===== config.mk =====
export PLATFORM = sky130hd
export DESIGN_NAME = alarm_latch_output_router
export DESIGN_NICKNAME = d
export VERILOG_FILES = /design/src/rtl/alarm_router_pkg.sv /design/src/rtl/alarm_latch_output_router.sv
export SDC_FILE = /design/constraint.sdc
export NUM_CORES = 1
export LEC_CHECK = 0
export BUFFER_PORTS_ARGS = -buffer_cell sky130_fd_sc_hd__buf_2
export CORE_AREA = 2 2 170 172
export CTS_CLUSTER_DIAMETER = 80
export DETAILED_ROUTE_END_ITERATION = 7
export DIE_AREA = 0 0 172 174
export PLACE_DENSITY = 0.82
export SLEW_MARGIN = 20
export SYNTH_ARGS = -nofsm -noshare
export SYNTH_HDL_FRONTEND = slang
export SYNTH_SLANG_ARGS = --single-unit

===== constraint.sdc =====
create_clock -name core_clk -period 6.3 [get_ports core_clk]
set_input_delay 0.315 -clock core_clk [delete_from_list [all_inputs] [get_ports core_clk]]
set_output_delay 0.315 -clock core_clk [all_outputs]
set_load 0.005 [all_outputs]

===== src/rtl/alarm_router_pkg.sv =====
package alarm_router_pkg;

    // Source select codes for every control and aux output
    localparam logic [4:0] SRC_NONE     = 5'h00;
    localparam logic [4:0] SRC_HEAT     = 5'h01;
    localparam logic [4:0] SRC_COOL     = 5'h02;
    localparam logic [4:0] SRC_ALM1     = 5'h03;
    localparam logic [4:0] SRC_ALM4     = 5'h06;
    localparam logic [4:0] SRC_HTR      = 5'h07;
    localparam logic [4:0] SRC_HBRK     = 5'h08;
    localparam logic [4:0] SRC_HSHT     = 5'h09;
    localparam logic [4:0] SRC_INERR    = 5'h0a;
    localparam logic [4:0] SRC_RSPERR   = 5'h0b;
    localparam logic [4:0] SRC_PEND     = 5'h0c;
    localparam logic [4:0] SRC_RUN      = 5'h0d;
    localparam logic [4:0] SRC_COMB     = 5'h0e;
    localparam logic [4:0] SRC_WORK1    = 5'h0f;
    localparam logic [4:0] SRC_WORK8    = 5'h16;

    // Register byte offsets
    localparam logic [7:0] ADDR_CTRL    = 8'h00;
    localparam logic [7:0] ADDR_HSCFG   = 8'h04;
    localparam logic [7:0] ADDR_LOOPT   = 8'h08;
    localparam logic [7:0] ADDR_LOOPLB  = 8'h0c;
    localparam logic [7:0] ADDR_CSEL    = 8'h10;
    localparam logic [7:0] ADDR_ASEL    = 8'h14;
    localparam logic [7:0] ADDR_STATUS  = 8'h18;

    // CTRL bit positions
    localparam int CTRL_LATCH   = 0;
    localparam int CTRL_HSUSE   = 1;
    localparam int CTRL_HCOOL   = 2;
    localparam int CTRL_HASOUT2 = 3;
    localparam int CTRL_AUX4    = 4;
    localparam int CTRL_PROG    = 5;
    localparam int CTRL_LOGIC   = 6;
    localparam int CTRL_HBFIT   = 7;
    localparam int CTRL_FKEYLAT = 8;
    localparam int CTRL_EVLAT   = 9;
    localparam int CTRL_OUTTYP  = 16;

    // Reset values; currents in 0.1 A, levels in 0.1 units
    localparam logic [31:0] CTRL_RST    = 32'h0000_0002;
    localparam logic [9:0]  HS_MAX      = 10'h1f4;
    localparam logic [9:0]  HSHYST_RST  = 10'h001;
    localparam logic [9:0]  HSHYST_MIN  = 10'h001;
    localparam logic [13:0] LOOPT_RST   = 14'h0000;
    localparam logic [13:0] LOOPT_MAX   = 14'h270f;
    localparam logic [13:0] LBLEVEL_RST = 14'h0050;
    localparam logic [13:0] LBBAND_RST  = 14'h001e;
    localparam logic [13:0] LB_MAX      = 14'h270f;
    localparam logic [7:0]  MASK_RST    = 8'h31;
    localparam logic [3:0]  LBTYPE      = 4'hc;

    // Level codes of the operating mode
    localparam logic [2:0] LVL_INIT     = 3'h2;
    localparam logic [2:0] LVL_CALIB    = 3'h5;

    localparam logic [1:0] RESP_OKAY    = 2'b00;
    localparam logic [1:0] RESP_SLVERR  = 2'b10;

endpackage


===== src/rtl/alarm_latch_output_router.sv =====
// Added by the designer: the register offsets and the AXI4-Lite slave port.
`timescale 1ns/1ps
`default_nettype none
module alarm_latch_output_router
    import alarm_router_pkg::*;
#(
    parameter int TICKS_PER_SEC = 20
)(
    input  wire logic        core_clk,
    input  wire logic        rst_n,
    input  wire logic        sampleTick,
    input  wire logic        heatCtrl,
    input  wire logic        coolCtrl,
    input  wire logic [3:0]  alarmIn,
    input  wire logic        heaterAlarm,
    input  wire logic        heaterBreakAlarm,
    input  wire logic        heaterShortRaw,
    input  wire logic        inputErrorFlag,
    input  wire logic        remoteSetpointErrorFlag,
    input  wire logic        programEnd,
    input  wire logic        runFlag,
    input  wire logic [7:0]  workBitSource,
    input  wire logic [9:0]  heaterCurrent,
    input  wire logic [13:0] deviation,
    input  wire logic [3:0]  alarm1Type,
    input  wire logic [2:0]  operLevel,
    input  wire logic        functionKey,
    input  wire logic [5:0]  eventIn,
    output logic [1:0]       ctrlOut,
    output logic [3:0]       auxOut,
    output logic             heaterShortAlarm,
    output logic             loopBreakAlarm,
    input  wire logic [7:0]  s_axi_awaddr,
    input  wire logic        s_axi_awvalid,
    output logic             s_axi_awready,
    input  wire logic [31:0] s_axi_wdata,
    input  wire logic [3:0]  s_axi_wstrb,
    input  wire logic        s_axi_wvalid,
    output logic             s_axi_wready,
    output logic [1:0]       s_axi_bresp,
    output logic             s_axi_bvalid,
    input  wire logic        s_axi_bready,
    input  wire logic [7:0]  s_axi_araddr,
    input  wire logic        s_axi_arvalid,
    output logic             s_axi_arready,
    output logic [31:0]      s_axi_rdata,
    output logic [1:0]       s_axi_rresp,
    output logic             s_axi_rvalid,
    input  wire logic        s_axi_rready
);
    import alarm_router_pkg::*;

    logic [31:0] ctrlFf;
    logic [31:0] hsCfgFf;
    logic [13:0] loopTimeFf;
    logic [31:0] loopLbFf;
    logic [9:0]  ctrlSelFf;
    logic [19:0] auxSelFf;
    logic        awHeldFf;
    logic        wHeldFf;
    logic [7:0]  awAddrFf;
    logic [31:0] wDataFf;
    logic [3:0]  wStrbFf;
    logic        latchFf;
    logic        hsStateFf;
    logic [13:0] secCntFf;
    logic [13:0] tickCntFf;
    logic [13:0] lbRefFf;
    logic        lbArmedFf;
    logic        lbFf;
    logic [1:0]  ctrlOutFf;
    logic [3:0]  auxOutFf;
    logic [1:0]  fkSyncFf;
    logic [1:0]  fkSync2Ff;
    logic [5:0]  evSyncFf;
    logic [5:0]  evSync2Ff;
    logic        fkPrevFf;
    logic [5:0]  evPrevFf;

    logic        doWrite;
    logic        wrErr;
    logic        clearLatch;
    logic        levelClear;
    logic        hsUse;
    logic        hsRaw;
    logic [7:0]  combFlags;
    logic        combAlarm;
    logic [9:0]  hsHyst;
    logic [5:0]  evRole;
    logic [5:0]  outType;

    // Pin synchronisers; first stage read only by second
    always_ff @(posedge core_clk)
    begin
        if (!rst_n)
        begin
            fkSyncFf  <= 2'h0;
            evSyncFf  <= 6'h00;
            fkSync2Ff <= 2'h0;
            evSync2Ff <= 6'h00;
        end
        else
        begin
            fkSyncFf  <= {fkSyncFf[0], functionKey};
            evSyncFf  <= eventIn;
            evSync2Ff <= evSyncFf;
            fkSync2Ff <= fkSyncFf;
        end
    end

    always_ff @(posedge core_clk)
    begin
        if (!rst_n)
        begin
            fkPrevFf <= 1'b0;
            evPrevFf <= 6'h00;
        end
        else
        begin
            fkPrevFf <= fkSync2Ff[1];
            evPrevFf <= evSync2Ff;
        end
    end

    // AXI4-Lite write: address and data taken in either order
    assign s_axi_awready = !awHeldFf && !s_axi_bvalid;
    assign s_axi_wready  = !wHeldFf && !s_axi_bvalid;
    assign doWrite       = awHeldFf && wHeldFf;
    assign wrErr = (awAddrFf > ADDR_ASEL) || (awAddrFf[1:0] != 2'b00);

    always_ff @(posedge core_clk)
    begin
        if (!rst_n)
        begin
            awHeldFf    <= 1'b0;
            wHeldFf     <= 1'b0;
            awAddrFf    <= 8'h00;
            wDataFf     <= 32'h0;
            wStrbFf     <= 4'h0;
            s_axi_bvalid <= 1'b0;
            s_axi_bresp <= RESP_OKAY;
        end
        else
        begin
            if (s_axi_awvalid && s_axi_awready)
            begin
                awHeldFf <= 1'b1;
                awAddrFf <= s_axi_awaddr;
            end
            if (s_axi_wvalid && s_axi_wready)
            begin
                wHeldFf <= 1'b1;
                wDataFf <= s_axi_wdata;
                wStrbFf <= s_axi_wstrb;
            end
            if (doWrite)
            begin
                awHeldFf     <= 1'b0;
                wHeldFf      <= 1'b0;
                s_axi_bvalid <= 1'b1;
                s_axi_bresp  <= wrErr ? RESP_SLVERR : RESP_OKAY;
            end
            else if (s_axi_bvalid && s_axi_bready)
                s_axi_bvalid <= 1'b0;
        end
    end

    function automatic logic [31:0] merge(input logic [31:0] old,
                                          input logic [31:0] dat,
                                          input logic [3:0]  stb);
        logic [31:0] r;
        r = old;
        for (int i = 0; i < 4; i++)
            if (stb[i])
                r[i*8 +: 8] = dat[i*8 +: 8];
        return r;
    endfunction

    logic [31:0] nxt_ctrl;
    assign nxt_ctrl = merge(ctrlFf, wDataFf, wStrbFf);

    // Configuration registers
    always_ff @(posedge core_clk)
    begin
        if (!rst_n)
        begin
            ctrlFf     <= CTRL_RST;
            hsCfgFf    <= {14'h0, MASK_RST, HSHYST_RST};
            loopTimeFf <= LOOPT_RST;
            loopLbFf   <= {2'h0, LBBAND_RST, 2'h0, LBLEVEL_RST};
            ctrlSelFf  <= {SRC_NONE, SRC_HEAT};
            auxSelFf   <= {SRC_ALM4, SRC_ALM4 - 5'h1, SRC_ALM1 + 5'h1,
                           SRC_ALM1};
        end
        else if (doWrite && !wrErr)
        begin
            case (awAddrFf)
                ADDR_CTRL:
                begin
                    ctrlFf <= nxt_ctrl;
                    if (nxt_ctrl[CTRL_HCOOL] && !ctrlFf[CTRL_HCOOL]
                        && ctrlSelFf[9:5] == SRC_NONE)
                        ctrlSelFf[9:5] <= SRC_COOL;
                    // cooling to aux 4 or aux 2
                    if (nxt_ctrl[CTRL_HCOOL] && !ctrlFf[CTRL_HCOOL]
                        && !nxt_ctrl[CTRL_HASOUT2])
                    begin
                        if (nxt_ctrl[CTRL_AUX4])
                            auxSelFf[19:15] <= SRC_COOL;
                        else
                            auxSelFf[9:5] <= SRC_COOL;
                    end
                    // heater alarm default on aux 1
                    if (nxt_ctrl[CTRL_HBFIT] && !ctrlFf[CTRL_HBFIT]
                        && auxSelFf[4:0] == SRC_ALM1)
                        auxSelFf[4:0] <= SRC_HTR;
                end
                ADDR_HSCFG:
                    hsCfgFf <= merge(hsCfgFf, wDataFf, wStrbFf);
                ADDR_LOOPT:
                    loopTimeFf <= (wDataFf[13:0] > LOOPT_MAX) ? LOOPT_MAX
                                                              : wDataFf[13:0];
                ADDR_LOOPLB:
                    loopLbFf <= merge(loopLbFf, wDataFf, wStrbFf);
                ADDR_CSEL:
                    ctrlSelFf <= wDataFf[9:0];
                ADDR_ASEL:
                    auxSelFf <= wDataFf[19:0];
                default:
                    ctrlFf <= ctrlFf;
            endcase
        end
    end

    // AXI4-Lite read
    assign s_axi_arready = !s_axi_rvalid;

    always_ff @(posedge core_clk)
    begin
        if (!rst_n)
        begin
            s_axi_rvalid <= 1'b0;
            s_axi_rdata  <= 32'h0;
            s_axi_rresp  <= RESP_OKAY;
        end
        else if (s_axi_arvalid && s_axi_arready)
        begin
            s_axi_rvalid <= 1'b1;
            s_axi_rresp  <= RESP_OKAY;
            case (s_axi_araddr)
                ADDR_CTRL:   s_axi_rdata <= ctrlFf;
                ADDR_HSCFG:  s_axi_rdata <= hsCfgFf;
                ADDR_LOOPT:  s_axi_rdata <= {18'h0, loopTimeFf};
                ADDR_LOOPLB: s_axi_rdata <= loopLbFf;
                ADDR_CSEL:   s_axi_rdata <= {22'h0, ctrlSelFf};
                ADDR_ASEL:   s_axi_rdata <= {12'h0, auxSelFf};
                ADDR_STATUS: s_axi_rdata <= {24'h0, ctrlOutFf, auxOutFf,
                                             lbFf, latchFf};
                default:
                begin
                    s_axi_rdata <= 32'h0;
                    s_axi_rresp <= RESP_SLVERR;
                end
            endcase
        end
        else if (s_axi_rvalid && s_axi_rready)
            s_axi_rvalid <= 1'b0;
    end

    assign hsUse   = ctrlFf[CTRL_HSUSE];
    assign hsHyst  = (hsCfgFf[9:0] < HSHYST_MIN) ? HSHYST_MIN
                    : (hsCfgFf[9:0] > HS_MAX) ? HS_MAX : hsCfgFf[9:0];
    assign evRole  = ctrlFf[15:10];
    assign outType = ctrlFf[CTRL_OUTTYP +: 6];

    assign hsRaw = hsUse && heaterShortRaw;

    assign clearLatch = (ctrlFf[CTRL_FKEYLAT] && fkSync2Ff[1] && !fkPrevFf)
                      || (ctrlFf[CTRL_EVLAT]
                          && |(evRole & evSync2Ff & ~evPrevFf))
                      || (hsCfgFf[9:0] == HS_MAX);
    assign levelClear = (operLevel >= LVL_INIT) && (operLevel <= LVL_CALIB);

    // set on tick wins over a same-cycle cancel edge; otherwise cancel edges act at once
    always_ff @(posedge core_clk)
    begin
        if (!rst_n)
            latchFf <= 1'b0;
        else if (levelClear || !hsUse || !ctrlFf[CTRL_LATCH])
            latchFf <= 1'b0;
        else if (sampleTick && hsRaw)
            latchFf <= 1'b1;
        else if (clearLatch)
            latchFf <= 1'b0;
    end

    always_ff @(posedge core_clk)
    begin
        if (!rst_n)
            hsStateFf <= 1'b0;
        else if (!hsUse || levelClear)
            hsStateFf <= 1'b0;
        else if (sampleTick)
        begin
            if (heaterShortRaw)
                hsStateFf <= 1'b1;
            else if (heaterCurrent <= HS_MAX - hsHyst)
                hsStateFf <= 1'b0;
        end
    end

    assign heaterShortAlarm = ctrlFf[CTRL_LATCH] ? latchFf : hsStateFf;

    // only alarm 1 with type 12
    always_ff @(posedge core_clk)
    begin
        if (!rst_n)
        begin
            tickCntFf <= 14'h0;
            secCntFf  <= 14'h0;
            lbRefFf   <= 14'h0;
            lbArmedFf <= 1'b0;
            lbFf      <= 1'b0;
        end
        else if (alarm1Type != LBTYPE || loopTimeFf == 14'h0)
        begin
            tickCntFf <= 14'h0;
            secCntFf  <= 14'h0;
            lbArmedFf <= 1'b0;
            lbFf      <= 1'b0;
        end
        else if (sampleTick)
        begin
            if (tickCntFf == 14'(TICKS_PER_SEC - 1))
            begin
                tickCntFf <= 14'h0;
                if (secCntFf == loopTimeFf - 14'h1)
                begin
                    secCntFf  <= 14'h0;
                    lbRefFf   <= deviation;
                    lbArmedFf <= deviation > loopLbFf[13:0];
                    if (lbArmedFf && deviation > loopLbFf[29:16]
                        && deviation >= lbRefFf)
                        lbFf <= 1'b1;
                    else if (deviation <= loopLbFf[13:0])
                        lbFf <= 1'b0;
                    else
                        lbFf <= lbFf;
                end
                else
                    secCntFf <= secCntFf + 14'h1;
            end
            else
                tickCntFf <= tickCntFf + 14'h1;
        end
    end

    assign loopBreakAlarm = lbFf;

    assign combFlags = {remoteSetpointErrorFlag, inputErrorFlag,
                        heaterShortAlarm, heaterBreakAlarm,
                        alarmIn[3:2], alarmIn[1], alarmIn[0] | lbFf};
    assign combAlarm = |(combFlags & hsCfgFf[17:10]);

    function automatic logic pick(input logic [4:0] sel,
                                  input logic       isCtrl,
                                  input logic       relay);
        logic v;
        v = 1'b0;
        case (sel)
            SRC_NONE:   v = 1'b0;
            SRC_HEAT:   v = heatCtrl;
            SRC_COOL:   v = ctrlFf[CTRL_HCOOL] && coolCtrl;
            SRC_HTR:    v = heaterAlarm;
            SRC_HBRK:   v = heaterBreakAlarm;
            SRC_HSHT:   v = heaterShortAlarm;
            SRC_INERR:  v = inputErrorFlag;
            SRC_RSPERR: v = remoteSetpointErrorFlag;
            SRC_PEND:   v = ctrlFf[CTRL_PROG] && programEnd;
            SRC_RUN:    v = runFlag;
            SRC_COMB:   v = combAlarm;
            default:
            begin
                if (sel >= SRC_ALM1 && sel <= SRC_ALM4)
                    v = (sel == SRC_ALM1) ? (alarmIn[0] | lbFf)
                                          : alarmIn[2'(sel - SRC_ALM1)];
                else if (sel >= SRC_WORK1 && sel <= SRC_WORK8)
                    v = ctrlFf[CTRL_LOGIC]
                        && workBitSource[3'(sel - SRC_WORK1)];
                else
                    v = 1'b0;
            end
        endcase
        // flag sources need relay or voltage
        if (isCtrl && !relay && sel > SRC_COOL)
            v = 1'b0;
        return v;
    endfunction

    // aux outputs select from same list
    always_ff @(posedge core_clk)
    begin
        if (!rst_n)
        begin
            ctrlOutFf <= 2'h0;
            auxOutFf  <= 4'h0;
        end
        else if (sampleTick)
        begin
            for (int c = 0; c < 2; c++)
                ctrlOutFf[c] <= pick(ctrlSelFf[c*5 +: 5], 1'b1,
                                     outType[c]);
            for (int a = 0; a < 4; a++)
                auxOutFf[a] <= pick(auxSelFf[a*5 +: 5], 1'b0, 1'b1);
        end
    end

    assign ctrlOut = ctrlOutFf;
    assign auxOut  = auxOutFf;

    a_latch_level: assert property (@(posedge core_clk) disable iff (!rst_n)
        levelClear |=> !latchFf) else $error("latch not cleared");

    a_latch_hold: assert property (@(posedge core_clk) disable iff (!rst_n)
        latchFf && !levelClear && ctrlFf[CTRL_LATCH] && hsUse
        && !clearLatch |=> latchFf)
        else $error("latch dropped");

    a_loop_zero: assert property (@(posedge core_clk) disable iff (!rst_n)
        loopTimeFf == 14'h0 |=> !lbFf) else $error("loop break when off");

    a_hs_unused: assert property (@(posedge core_clk) disable iff (!rst_n)
        !hsUse |=> !latchFf && !hsStateFf) else $error("alarm while unused");

    a_latch_max: assert property (@(posedge core_clk) disable iff (!rst_n)
        sampleTick && !hsRaw && hsCfgFf[9:0] == HS_MAX |=> !latchFf)
        else $error("max current no clear");

    a_loop_type: assert property (@(posedge core_clk) disable iff (!rst_n)
        alarm1Type != LBTYPE |=> !lbFf) else $error("loop break wrong type");

    a_out_stable: assert property (@(posedge core_clk) disable iff (!rst_n)
        !$past(sampleTick) |-> $stable(auxOutFf))
        else $error("aux changed off tick");

    a_cool_zero: assert property (@(posedge core_clk) disable iff (!rst_n)
        sampleTick && !ctrlFf[CTRL_HCOOL] && auxSelFf[4:0] == SRC_COOL
        |=> !auxOutFf[0]) else $error("cooling active");

endmodule // alarm_latch_output_router
`default_nettype wire


==> flow_metrics.env <==
export IMPL_syn_area_um2=16140
export IMPL_drv_slew=0
export IMPL_synth_top_area_share_pct=36.71
export IMPL_portBuffers=164
export IMPL_route_detailed_drc=1
export IMPL_dieArea_um2=29930
export IMPL_max_cap_violations=0
export IMPL_synth_edf_count=0
export IMPL_violations="design-rule violations"
export IMPL_crit_path_cell_trace="and3_1, and3_1, o21a_1, nor2_1, a22o_1, inv_1, ha_1, o21ai_0, a21oi_1, nor3_1, o32a_1, ha_1, nand4_1, nor3_1, a2111oi_0, a31oi_1, o311a_1"
export IMPL_path_clk_slew_ns=0.06
export IMPL_path_depth=17
export IMPL_clock_sinks=296
export IMPL_die_h_um=174
export IMPL_overflow=0
export IMPL_path_class="reg -> reg"
export IMPL_htree_levels=1
export IMPL_syn_instance_count=1983
export IMPL_post_synth_top_count_cell="nand2_1"
export IMPL_yosys_warnings=0
export IMPL_cp_end_kind="flop"
export IMPL_cts_hold_buffers=29
export IMPL_synth_xor_area_share_pct=2.969
export IMPL_grt_pass1_vias=14870
export IMPL_die_w_um=172
export IMPL_regArea_um2=5926
export IMPL_grt_max_degree=119
export IMPL_r2r_start="hsCfgFf[4]"
export IMPL_setup_worst_path_start="hsCfgFf[4]"
export IMPL_vias_per_cell=6.335
export IMPL_routed_wl_um=49250
export IMPL_layout_drive_gt1_share_pct=13.58
export IMPL_cpPeakStageDelay_ns=0.47
export IMPL_synthAdderAreaFrac_pct=6.278
export IMPL_synth_avg_cell_area_um2=8.141
export IMPL_synth_top_family_by_area="simple AND/OR/NAND/NOR gates"
export IMPL_synth_distinct_cells=82
export IMPL_synthFlopType="dfxtp_1"
export IMPL_cp_start_kind="flop"
export IMPL_fin_setup_tns_ns=0
export IMPL_ys_ff_latch=296
export IMPL_synth_compound_area_share_pct=20.07
export IMPL_min_delay_path_depth=3
export IMPL_place_inst=2401
export IMPL_cts_tree="done"
export IMPL_skew_ns=0.01342
export IMPL_cp_top_family="compound AO/OA/AOI/OAI gates"
export IMPL_place_area_um2=16970
export IMPL_ir_worst_vdd_mv=0.2207
export IMPL_yosys_area_share_simple_pct=21.74
export IMPL_r2r_cells=17
export IMPL_gp_congestion=0.9565
export IMPL_crit_path_max_fanout=8
export IMPL_wl_per_cell_um=19.83
export IMPL_hp_start="s_axi_wdata[18]"
export IMPL_antenna_found_initial=1
export IMPL_nets=2280
export IMPL_ant_nets=0
export IMPL_yosys_top_cells_count="nand2_1 (299), dfxtp_1 (296), a21oi_1 (202)"
export IMPL_syn_to_final_growth_pct=13.03
export IMPL_cts_buffers=31
export IMPL_via_count=15737
export IMPL_clk_latency_ns=0.56
export IMPL_worst_path_buf_inv=1
export IMPL_multiInputGateArea_um2=9328
export IMPL_slew_headroom_pct=30.15
export IMPL_drtPass1Iterations=8
export IMPL_arrival_ns=4.48
export IMPL_hold_viol=0
export IMPL_synth_seq_area_share_pct=36.71
export IMPL_post_cts_resized=0
export IMPL_fill_cells=2388
export IMPL_period_share_pct=64.03
export IMPL_muxShareOfSynthArea_pct=6.480
export IMPL_final_cells=2484
export IMPL_min_period_ns=4.034
export IMPL_synth_area_leaders="dfxtp_1 (37%), nand2_1 (7.0%), ha_1 (6.3%), a21oi_1 (6.3%), nand3_1 (4.1%)"
export IMPL_crit_slowest_cell="dfxtp_1"
export IMPL_core_area_um2=28240
export IMPL_grt_usage_pct=32.00
export IMPL_power_density_nw_per_um2=221.7
export IMPL_dp_hpwl_um=33540
export IMPL_power_leakage_nw=6.970
export IMPL_async_flop_share_pct=0
export IMPL_post_cts_buffers=0
export IMPL_hold_path_class="in -> reg"
export IMPL_crit_required_ns=6.74
export IMPL_fmax_mhz=247.9
export IMPL_setup_viol_count_final=0
export IMPL_rsz0062_at_grt="no"
export IMPL_root_buffer="clkbuf_16"
export IMPL_drt_iter0_markers=1927
export IMPL_synth_largest_area_cell="dfxtp_1"
export IMPL_tightestPinTransition_ns=1.046
export IMPL_core_rowCount=62
export IMPL_num_io_pins=168
export IMPL_grt_pass1_wl_um=77160
export IMPL_initial_core_util_pct=57.17
export IMPL_status="finished with violations"
export IMPL_finalInstanceArea_um2=18250
export IMPL_cts_max_path_buffers=3
==> worst reg2reg max path: stages, from the launching register on <==
cell and delay [ns]:
dfxtp_1 0.47, and3_1 0.22, and3_1 0.23, o21a_1 0.18, nor2_1 0.11, a22o_1 0.29
inv_1 0.06, ha_1 0.19, o21ai_0 0.10, a21oi_1 0.37, nor3_1 0.10, o32a_1 0.31
ha_1 0.29, nand4_1 0.12, nor3_1 0.07, a2111oi_0 0.42, a31oi_1 0.11, o311a_1 0.30
==> state kept, by name (all words and copies together) (netlist names), 20 cells and up <==
register,count
ctrlFf,32
hsCfgFf,32
loopLbFf,32
s_axi_rdata,32
wDataFf,32
auxSelFf,20
==> metrics by stage <==
| step | hold WS [ns] | power [mW] | util (%) | worst slack, ns |
|---|---|---|---|---|
| global placement | 0.4134 | 2.264 | 60.08 | 2.418 |
| floorplan | 0.4119 | 2.143 | - | 2.688 |
| detailed placement | 0.4233 | 2.273 | 60.08 | 2.296 |
| CTS | 0.002306 | 4.049 | 64.56 | 2.303 |
| finish | 0.01393 | 4.045 | 64.62 | 2.266 |
| global route | 0.01220 | 4.155 | 64.62 | 1.922 |
==> power breakdown <==
group	leakage, nW	switching [mW]	internal [mW]
Clock	0.481	0.748	1.04
Combinational	4.09	0.184	0.117
Sequential	2.40	0.0550	1.90
==> layer usage <==
layer / wire length (µm) / track usage [%]
met1: 19380 / 42.02
met2: 22230 / 51.00
met3: 5267 / 6.079
met4: 2380 / 14.50
met5: 0 / 0
==> cell families (layout without fill, tap and decap cells) <==
group	Yosys count	after routing
and+or+nand+nor	745	745
adders and majority gates	81	81
buffers and inverters	226	341
other	2	4
xor gates and xnor gates	53	53
AOI/OAI and AO/OA	500	500
muxes	80	80
DFF	296	296
==> worst paths after layout <==
| kind | to | slack (ns) |
|---|---|---|
| hold reg to reg | evSync2Ff[5] | 0.43 |
| setup / recovery | hsStateFf | 2.27 |
| hold / removal | wDataFf[18] | 0.01 |
| setup reg to reg | hsStateFf | 2.27 |
==> cell type report <==
type,instances,share of cell area [%]
multi-input combinational,1462,51.12
inverter,81,1.694
sequential,296,32.48
clock inverter,8,0.5486
timing repair buffer,208,6.720
clock buffer,44,4.793
antenna,1,0.01371
tap,384,2.633
==> cell usage in the layout (no fill, tap or decap), drive strengths merged, types with 5 or more instances in the layout <==
cell / instances
a2111oi: 7
a211oi: 8
a21o: 10
a21oi: 202
a221o: 9
a221oi: 11
a222oi: 12
a22o: 10
a22oi: 64
a311oi: 5
a31oi: 6
and2: 33
and3: 14
buf: 178
clkbuf: 44
clkinv: 6
dfxtp: 296
dlygate4sd3: 30
ha: 81
inv: 81
mux2: 16
mux2i: 46
mux4: 18
nand2: 299
nand2b: 12
nand3: 133
nand3b: 7
nand4: 32
nor2: 134
nor2b: 10
nor3: 25
nor4: 19
o211ai: 13
o21ai: 65
o221a: 7
o22ai: 9
o31ai: 26
xnor2: 26
xor2: 26
No activity file was read; power rests on OpenSTA's default activity.
